--- config.mk ---
export PLATFORM = sky130hd
export DESIGN_NAME = wdc_watchdog
export DESIGN_NICKNAME = d
export VERILOG_FILES = /design/src/verilog/wdc_watchdog.v
export VERILOG_INCLUDE_DIRS = /design/src /design/src/pkg
export SDC_FILE = /design/constraint.sdc
export NUM_CORES = 1
export LEC_CHECK = 0
export BUFFER_PORTS_ARGS = -buffer_cell sky130_fd_sc_hd__buf_2
export CAP_MARGIN = 10
export CORE_UTILIZATION = 40
export CTS_CLUSTER_DIAMETER = 60
export DETAILED_ROUTE_END_ITERATION = 6
export PLACE_DENSITY = 0.65
export SLEW_MARGIN = 20
export SYNTH_ARGS = -nofsm -noshare
export SYNTH_HDL_FRONTEND = slang
export SYNTH_SLANG_ARGS = --single-unit
export TNS_END_PERCENT = 100
--- constraint.sdc ---
create_clock -name clk -period 2 [get_ports clk]
set_clock_uncertainty 0.05 [all_clocks]
set_input_delay 0.4 -clock clk [delete_from_list [all_inputs] [get_ports clk]]
set_output_delay 0.4 -clock clk [all_outputs]
set_load 0.02 [all_outputs]
--- src/pkg/wdc_regs.vh ---
`ifndef WDC_REGS_VH
`define WDC_REGS_VH

// Register byte offsets.
`define WDC_CTRL_OFFSET     12'h000
`define WDC_OPT_OFFSET      12'h004
`define WDC_STAT_OFFSET     12'h008

// Control register fields.
`define WDC_ACT_BIT         7
`define WDC_TOP_BIT         6
`define WDC_CTRL_RESET      8'h7F

// Option register fields, standing in for the non-volatile option byte.
`define WDC_OPT_HWWD_BIT    0
`define WDC_OPT_HALT_BIT    1

// Timing.
`define WDC_PRESC_CYCLES    16384
`define WDC_PULSE_NS        30000
`define WDC_CLK_NS          10
`define WDC_PULSE_CYCLES    ((`WDC_PULSE_NS + `WDC_CLK_NS - 1) / `WDC_CLK_NS)
`define WDC_PRESC_LAST      14'h3FFF
`define WDC_PULSE_LAST      12'hBB7

`endif

--- src/verilog/wdc_watchdog.v ---
// Implementation choices: the register addresses and the APB interface to the registers.
`include "wdc_regs.vh"

// What this block does
// Counter drops by one every 16384 clock cycles.
// Six low counter bits set the timeout in 64 steps.
// Active watchdog resets when counter passes 40h to 3Fh.
// Watchdog reset drives reset pin low for about 30 us.
// Counter keeps counting even when not activated.
// Software rewrites control register before the top bit clears.
// Software writes values between FFh and C0h.
// Control writes never realign the prescaler.
// After reset the watchdog is inactive; reset clears hardware mode as well.
// Software cannot clear the activation bit; only reset does.
// Writing activation set with top bit clear resets immediately.
// Halt instruction while active resets instead of halting, per option.
// An option decides whether halt triggers a watchdog reset.
// An option selects hardware watchdog mode, always active.
// Software should always write one into the counter top bit.
// Control register resets to 7Fh.
// In hardware mode the activation bit has no effect.
// A write loads all seven counter bits at once; decrement at next terminal count.
// Prescaler free-runs, cleared only by reset, one strobe per terminal count.
module wdc_watchdog (
	// Clock and reset.
	input  wire        clk,
	input  wire        rst_n,
	// APB slave.
	input  wire        psel,
	input  wire        penable,
	input  wire        pwrite,
	input  wire [11:0] paddr,
	input  wire [31:0] pwdata,
	output wire        pready,
	output wire [31:0] prdata,
	output wire        pslverr,
	// Processor side.
	input  wire        haltExec,
	output reg         haltEnter,
	// Reset pin.
	output reg         resetPinOut,
	output reg         resetPinOe_n,
	output reg         wdgResetReq
);

	// One-hot states of the reset pulse generator.
	localparam ST_IDLE  = 2'b01;
	localparam ST_PULSE = 2'b10;

	// Terminal counts and the control reset value.
	localparam [13:0] PRESC_LAST = `WDC_PRESC_LAST;
	localparam [11:0] PULSE_LAST = `WDC_PULSE_LAST;
	localparam [7:0]  CTRL_RESET = `WDC_CTRL_RESET;

	// Registered state.
	reg  [13:0] presc;
	reg  [6:0]  count;
	reg         actBit;
	reg         hwWatchdog;
	reg         haltResetOption;
	reg         wdgResetSeen;
	reg  [1:0]  state;
	reg  [11:0] pulseCnt;
	reg  [31:0] readData;

	// Next values, all worked out combinationally.
	reg  [13:0] next_presc;
	reg  [6:0]  next_count;
	reg         next_actBit;
	reg         next_hwWatchdog;
	reg         next_haltResetOption;
	reg         next_wdgResetSeen;
	reg  [1:0]  next_state;
	reg  [11:0] next_pulseCnt;
	reg         next_resetPinOut;
	reg         next_resetPinOe_n;
	reg         next_wdgResetReq;
	reg         next_haltEnter;
	reg  [31:0] next_readData;

	// Bus decode.
	wire        access;
	wire        ctrlSel;
	wire        optSel;
	wire        statSel;
	wire        ctrlWrite;
	wire        optWrite;
	wire        readSetup;
	wire [7:0]  ctrlView;
	wire [1:0]  optView;
	wire [2:0]  statView;

	// Watchdog conditions.
	wire        decStrobe;
	wire        active;
	wire        rollover;
	wire        softReset;
	wire        haltReset;
	wire        fire;
	wire        pulseDone;

	function isAddr;
		input [11:0] addr;
		input [11:0] offset;
		begin
			isAddr = (addr == offset);
		end
	endfunction

	// The slave answers in the first access cycle; there are no wait states.
	assign access    = psel & penable;
	assign ctrlSel   = isAddr(paddr, `WDC_CTRL_OFFSET);
	assign optSel    = isAddr(paddr, `WDC_OPT_OFFSET);
	// Status is read-only; a write to it is accepted and has no effect.
	assign statSel   = isAddr(paddr, `WDC_STAT_OFFSET);
	assign pready    = 1'b1;
	// Unmapped offsets answer with an error, and writes to them are dropped.
	assign pslverr   = access & ~(ctrlSel | optSel | statSel);
	assign ctrlWrite = access & pwrite & ctrlSel;
	assign optWrite  = access & pwrite & optSel;
	assign readSetup = psel & ~penable & ~pwrite;
	assign prdata    = readData;

	// Register images as software reads them; unused bits read as zero.
	assign ctrlView  = {actBit, count};
	assign optView   = {haltResetOption, hwWatchdog};
	assign statView  = {wdgResetSeen, wdgResetReq, active};

	// The strobe marks the prescaler's terminal count, one per period.
	assign decStrobe = (presc == PRESC_LAST);
	assign active    = actBit | hwWatchdog;
	// A write in the strobe cycle wins, so the old count cannot also roll over.
	assign rollover  = decStrobe & (count == 7'h40) & ~ctrlWrite;
	// Immediate reset when software activates with the top bit clear.
	// In hardware mode the activation bit does not matter, so any such write fires.
	assign softReset = ctrlWrite & (pwdata[`WDC_ACT_BIT] | hwWatchdog | actBit) &
		~pwdata[`WDC_TOP_BIT];
	assign haltReset = haltExec & active & haltResetOption;
	assign fire      = (active & rollover) | softReset | haltReset;
	assign pulseDone = (pulseCnt == PULSE_LAST);

	// Prescaler is never touched by a write, so timeout jitters by one period.
	always @* begin
		if (decStrobe) begin
			next_presc = 14'h0000;
		end else begin
			next_presc = presc + 14'h0001;
		end
	end

	// A write loads the count directly; otherwise it drops on each strobe.
	always @* begin
		next_count = count;
		if (ctrlWrite) begin
			next_count = pwdata[6:0];
		end else if (decStrobe) begin
			next_count = count - 7'h01;
		end
	end

	// Activation can only be set by a write; reset alone clears it.
	always @* begin
		next_actBit = actBit;
		if (ctrlWrite && pwdata[`WDC_ACT_BIT]) begin
			next_actBit = 1'b1;
		end
	end

	// Hardware mode, once set, survives until reset like a fuse; the halt option reloads on every write.
	always @* begin
		next_hwWatchdog      = hwWatchdog;
		next_haltResetOption = haltResetOption;
		if (optWrite) begin
			next_hwWatchdog      = hwWatchdog | pwdata[`WDC_OPT_HWWD_BIT];
			next_haltResetOption = pwdata[`WDC_OPT_HALT_BIT];
		end
	end

	// The processor halts only when the halt does not turn into a reset.
	always @* begin
		next_haltEnter = haltExec & ~haltReset;
	end

	// Reset pulse generator on an open-drain pin; a new cause during a pulse is dropped.
	always @* begin
		next_state        = state;
		next_pulseCnt     = pulseCnt;
		next_resetPinOut  = resetPinOut;
		next_resetPinOe_n = resetPinOe_n;
		next_wdgResetReq  = wdgResetReq;
		next_wdgResetSeen = wdgResetSeen;
		case (state)
			ST_IDLE: begin
				if (fire) begin
					next_state        = ST_PULSE;
					next_pulseCnt     = 12'h000;
					next_resetPinOut  = 1'b0;
					next_resetPinOe_n = 1'b0;
					next_wdgResetReq  = 1'b1;
					next_wdgResetSeen = 1'b1;
				end
			end
			ST_PULSE: begin
				if (pulseDone) begin
					next_state        = ST_IDLE;
					next_resetPinOut  = 1'b1;
					next_resetPinOe_n = 1'b1;
					next_wdgResetReq  = 1'b0;
				end else begin
					next_pulseCnt = pulseCnt + 12'h001;
				end
			end
			default: begin
				// An illegal state code returns to idle with the pin released.
				next_state        = ST_IDLE;
				next_pulseCnt     = 12'h000;
				next_resetPinOut  = 1'b1;
				next_resetPinOe_n = 1'b1;
				next_wdgResetReq  = 1'b0;
			end
		endcase
	end

	// Read data is captured in the setup cycle so it stands through the access.
	always @* begin
		next_readData = readData;
		if (readSetup) begin
			next_readData = 32'h00000000;
			if (ctrlSel) begin
				next_readData[7:0] = ctrlView;
			end else if (optSel) begin
				next_readData[1:0] = optView;
			end else if (statSel) begin
				next_readData[2:0] = statView;
			end
		end
	end

	// All state below loads its next value on every edge; reset loads constants only.
	// The prescaler clears only on reset, never on a write.
	always @(posedge clk or negedge rst_n) begin
		if (!rst_n) begin
			presc <= 14'h0000;
		end else begin
			presc <= next_presc;
		end
	end

	// Control register comes out of reset at 7Fh, watchdog off.
	always @(posedge clk or negedge rst_n) begin
		if (!rst_n) begin
			count  <= CTRL_RESET[6:0];
			actBit <= CTRL_RESET[7];
		end else begin
			count  <= next_count;
			actBit <= next_actBit;
		end
	end

	// Options come out of reset cleared.
	always @(posedge clk or negedge rst_n) begin
		if (!rst_n) begin
			hwWatchdog      <= 1'b0;
			haltResetOption <= 1'b0;
		end else begin
			hwWatchdog      <= next_hwWatchdog;
			haltResetOption <= next_haltResetOption;
		end
	end

	// Halt entry never shows while reset is held.
	always @(posedge clk or negedge rst_n) begin
		if (!rst_n) begin
			haltEnter <= 1'b0;
		end else begin
			haltEnter <= next_haltEnter;
		end
	end

	// The pin is released and no pulse is in progress after reset.
	always @(posedge clk or negedge rst_n) begin
		if (!rst_n) begin
			state        <= ST_IDLE;
			pulseCnt     <= 12'h000;
			resetPinOut  <= 1'b1;
			resetPinOe_n <= 1'b1;
			wdgResetReq  <= 1'b0;
			wdgResetSeen <= 1'b0;
		end else begin
			state        <= next_state;
			pulseCnt     <= next_pulseCnt;
			resetPinOut  <= next_resetPinOut;
			resetPinOe_n <= next_resetPinOe_n;
			wdgResetReq  <= next_wdgResetReq;
			wdgResetSeen <= next_wdgResetSeen;
		end
	end

	// Read data holds between reads.
	always @(posedge clk or negedge rst_n) begin
		if (!rst_n) begin
			readData <= 32'h00000000;
		end else begin
			readData <= next_readData;
		end
	end

endmodule // wdc_watchdog

==> flow_summary.toml <==
[sta]
hold_viol = 0
setup_viol = 0
rsz0062_at_grt = "false"
timing.final.crit_share_pct = 92.1
maxSlewViolCount = 0
min_period_ns = 1.84
tns_ns = 0
fmax_mhz = 543

[final_layout]
instances_no_fill = 400
diodes = 0
drive_above_1_share_pct = 26.3
area_growth_pct = 14.1
nets = 376

[logic_synthesis]
yosysWarnings = 0
ys_types = 50
synth_area_leaders = "dfrtp_1 (37%), buf_4 (7.8%), dfstp_2 (7.8%), nand2_1 (4.0%), xnor2_1 (3.9%)"
synthCells = 273
synth_area_sq_um = 2700
avgSynthCellArea_sq_um = 9.89
ys_async_sr_fraction_pct = 100
synth_top_area_share_pct = 37.1
seq_area_frac_synth_pct = 44.9
synth_edf_count = 0
synthFlopType = "dfrtp_1"
synth_top_cell_by_area = "dfrtp_1"
synth-seq-cells = 48

[worst_setup_path]
endpoint_kind = "output port"
cp_data_required_time_ns = 1.55
path_max_fanout = 3
arrival_ns = 1.39
critPathKind = "in -> out"
cp-start-kind = "input pin"

[routing]
wire_per_inst_microns = 12.1
via_count = 1983
firstDrtPassIters = 6
vias_per_cell = 4.96
drtIter0Drc = 97
drc = 16
wl_microns = 4830
ant_nets = 0

[die]
dieWidth_microns = 84.2
rows = 29
start_util_pct = 42.0
num_io_pins = 88
coreArea_sq_um = 6420
die_h_microns = 84.2
die_area_sq_um = 7080

[clocking]
htreeDepth = 2
clk_latency_ns = 0.29
cts_sinks = 48
clk_pin_slew_ns = 0.09
numCtsBuffers = 5
clk_path_buf_depth = 2
cts_root_buf = "clkbuf_8"
cts_hold_buf = 0
cts_tree = "built"

[place]
hpwlAfterDp_microns = 3680
gp_congestion = 0.831
io_buffers = 38
post-place-cells = 392

[power_and_ir_drop]
p_total_w = 0.00179
peakVddDrop_mv = 0.268
power_density_nw_per_um2 = 581
p_leak_nw = 1.53

[grt]
overflow = 0
antenna_found_initial = 0
grt_pass1_vias = 1825
grt_pass1_wl_microns = 8280
grt_max_degree = 49
grt_use_total_pct = 14.6

[run_status]
violations = "DRC"
status = "finished with violations"

[min_path]
hold_class = "in -> async"

[run]
cap_violations = 0
-- synthesized netlist by cell type (all sizes together) (5+ instances only) --
cell,number
nand4,7
nand3,14
dfrtp,40
nor3,5
inv,12
o22ai,8
a31oi,6
a21oi,5
nand2,29
buf,31
a22o,5
xor2,11
dfstp,8
nor4,7
o21ai,11
xnor2,12
nor2,16
-- layout by cell type, fill, tap and decap left out, drive strengths merged, types with 8 or more instances in the layout --
| cell type | synthesis | layout |
|---|---|---|
| buf | 31 | 54 |
| conb | 2 | 25 |
| dfrtp | 40 | 40 |
| dfstp | 8 | 8 |
| inv | 12 | 12 |
| nand2 | 29 | 29 |
| nand3 | 14 | 14 |
| nor2 | 16 | 16 |
| o21ai | 11 | 11 |
| o22ai | 8 | 8 |
| xnor2 | 12 | 12 |
| xor2 | 11 | 11 |
-- registers in the layout, indices dropped and copies added, names as in the netlist, 7 cells and up --
signal and flops:
presc 14, count 7, prdata 8, pulseCnt 12
-- what timing repair did --
item / CTS / global route
endpoints found under the setup margin: 0 / 1
resized for setup: 0 / 3
setup buffers: 0 / 0
-- final cells by class --
class / instances / area, sq um
fill: 605 / 3340
multi-input combinational: 201 / 1290
sequential: 48 / 1210
timing repair buffer: 54 / 323
tap: 77 / 96.3
clock buffer: 5 / 68.8
inverter: 12 / 45.0
clock inverter: 3 / 42.5
-- power by group --
group	total, W	internal [W]	switching, W
sequential	0.000974	0.000973	0.00000136
combinational	0.000128	0.0000366	0.0000914
clock	0.000687	0.000370	0.000317
total	0.00179	0.00138	0.000410
-- routing by layer --
| metal | GRT usage, % | share of wire [%] |
|---|---|---|
| met1 | 19.2 | 46 |
| met2 | 23.8 | 47 |
| met3 | 2.85 | 5.9 |
| met4 | 5.64 | 1.1 |
| met5 | 0 | 0 |
-- critical path, stage by stage --
cell and delay (ns):
buf_2 0.10, nor4_2 0.32, nand2_1 0.13, nor3_2 0.18
a21oi_1 0.09, buf_2 0.16
-- cell families after synthesis --
group	count (synthesis)	share of synthesized area [%]
adder cells (fa/ha/maj)	4	1.85
other	2	0.278
AO/OA/AOI/OAI	44	11.8
buffers and inverters	47	11.0
multiplexers	5	1.95
flip-flops	48	44.9
XOR/XNOR	23	7.46
AND/OR/NAND/NOR	100	20.8
-- path summary, 6_finish.rpt --
| check | from | endpoint | slack (ns) | depth (start not counted) |
|---|---|---|---|---|
| max | paddr[7] | pslverr | 0.16 | 6 |
| min | rst_n | prdata[4]$_DFFE_PN0P_ | 0.02 | 2 |
| max reg2reg | presc[0]$_DFF_PN0_ | count[1]$_DFFE_PN1P_ | 0.20 | 6 |
| min reg2reg | presc[0]$_DFF_PN0_ | presc[0]$_DFF_PN0_ | 0.41 | 1 |
| max in group asynchronous | rst_n | state[0]$_DFFE_PN1P_ | 1.60 | 2 |
| min in group clk | pwdata[2] | count[2]$_DFFE_PN1P_ | 0.25 | 3 |
-- through the flow --
| step | setup slack (ns) | utilization, % | area, sq um | hold WS [ns] |
|---|---|---|---|---|
| after CTS | 0.0293 | 47.7 | 3060 | 0.0291 |
| after floorplan | 0.156 | - | 2790 | 0.0544 |
| after global routing | 0.0467 | 48.0 | 3080 | 0.0326 |
| after global placement | -0.00129 | 46.0 | 2950 | 0.355 |
| after detailed placement | -0.0480 | 46.0 | 2950 | 0.358 |
| final | 0.158 | 48.0 | 3080 | 0.0167 |
Power figures use the tool's default switching activity.
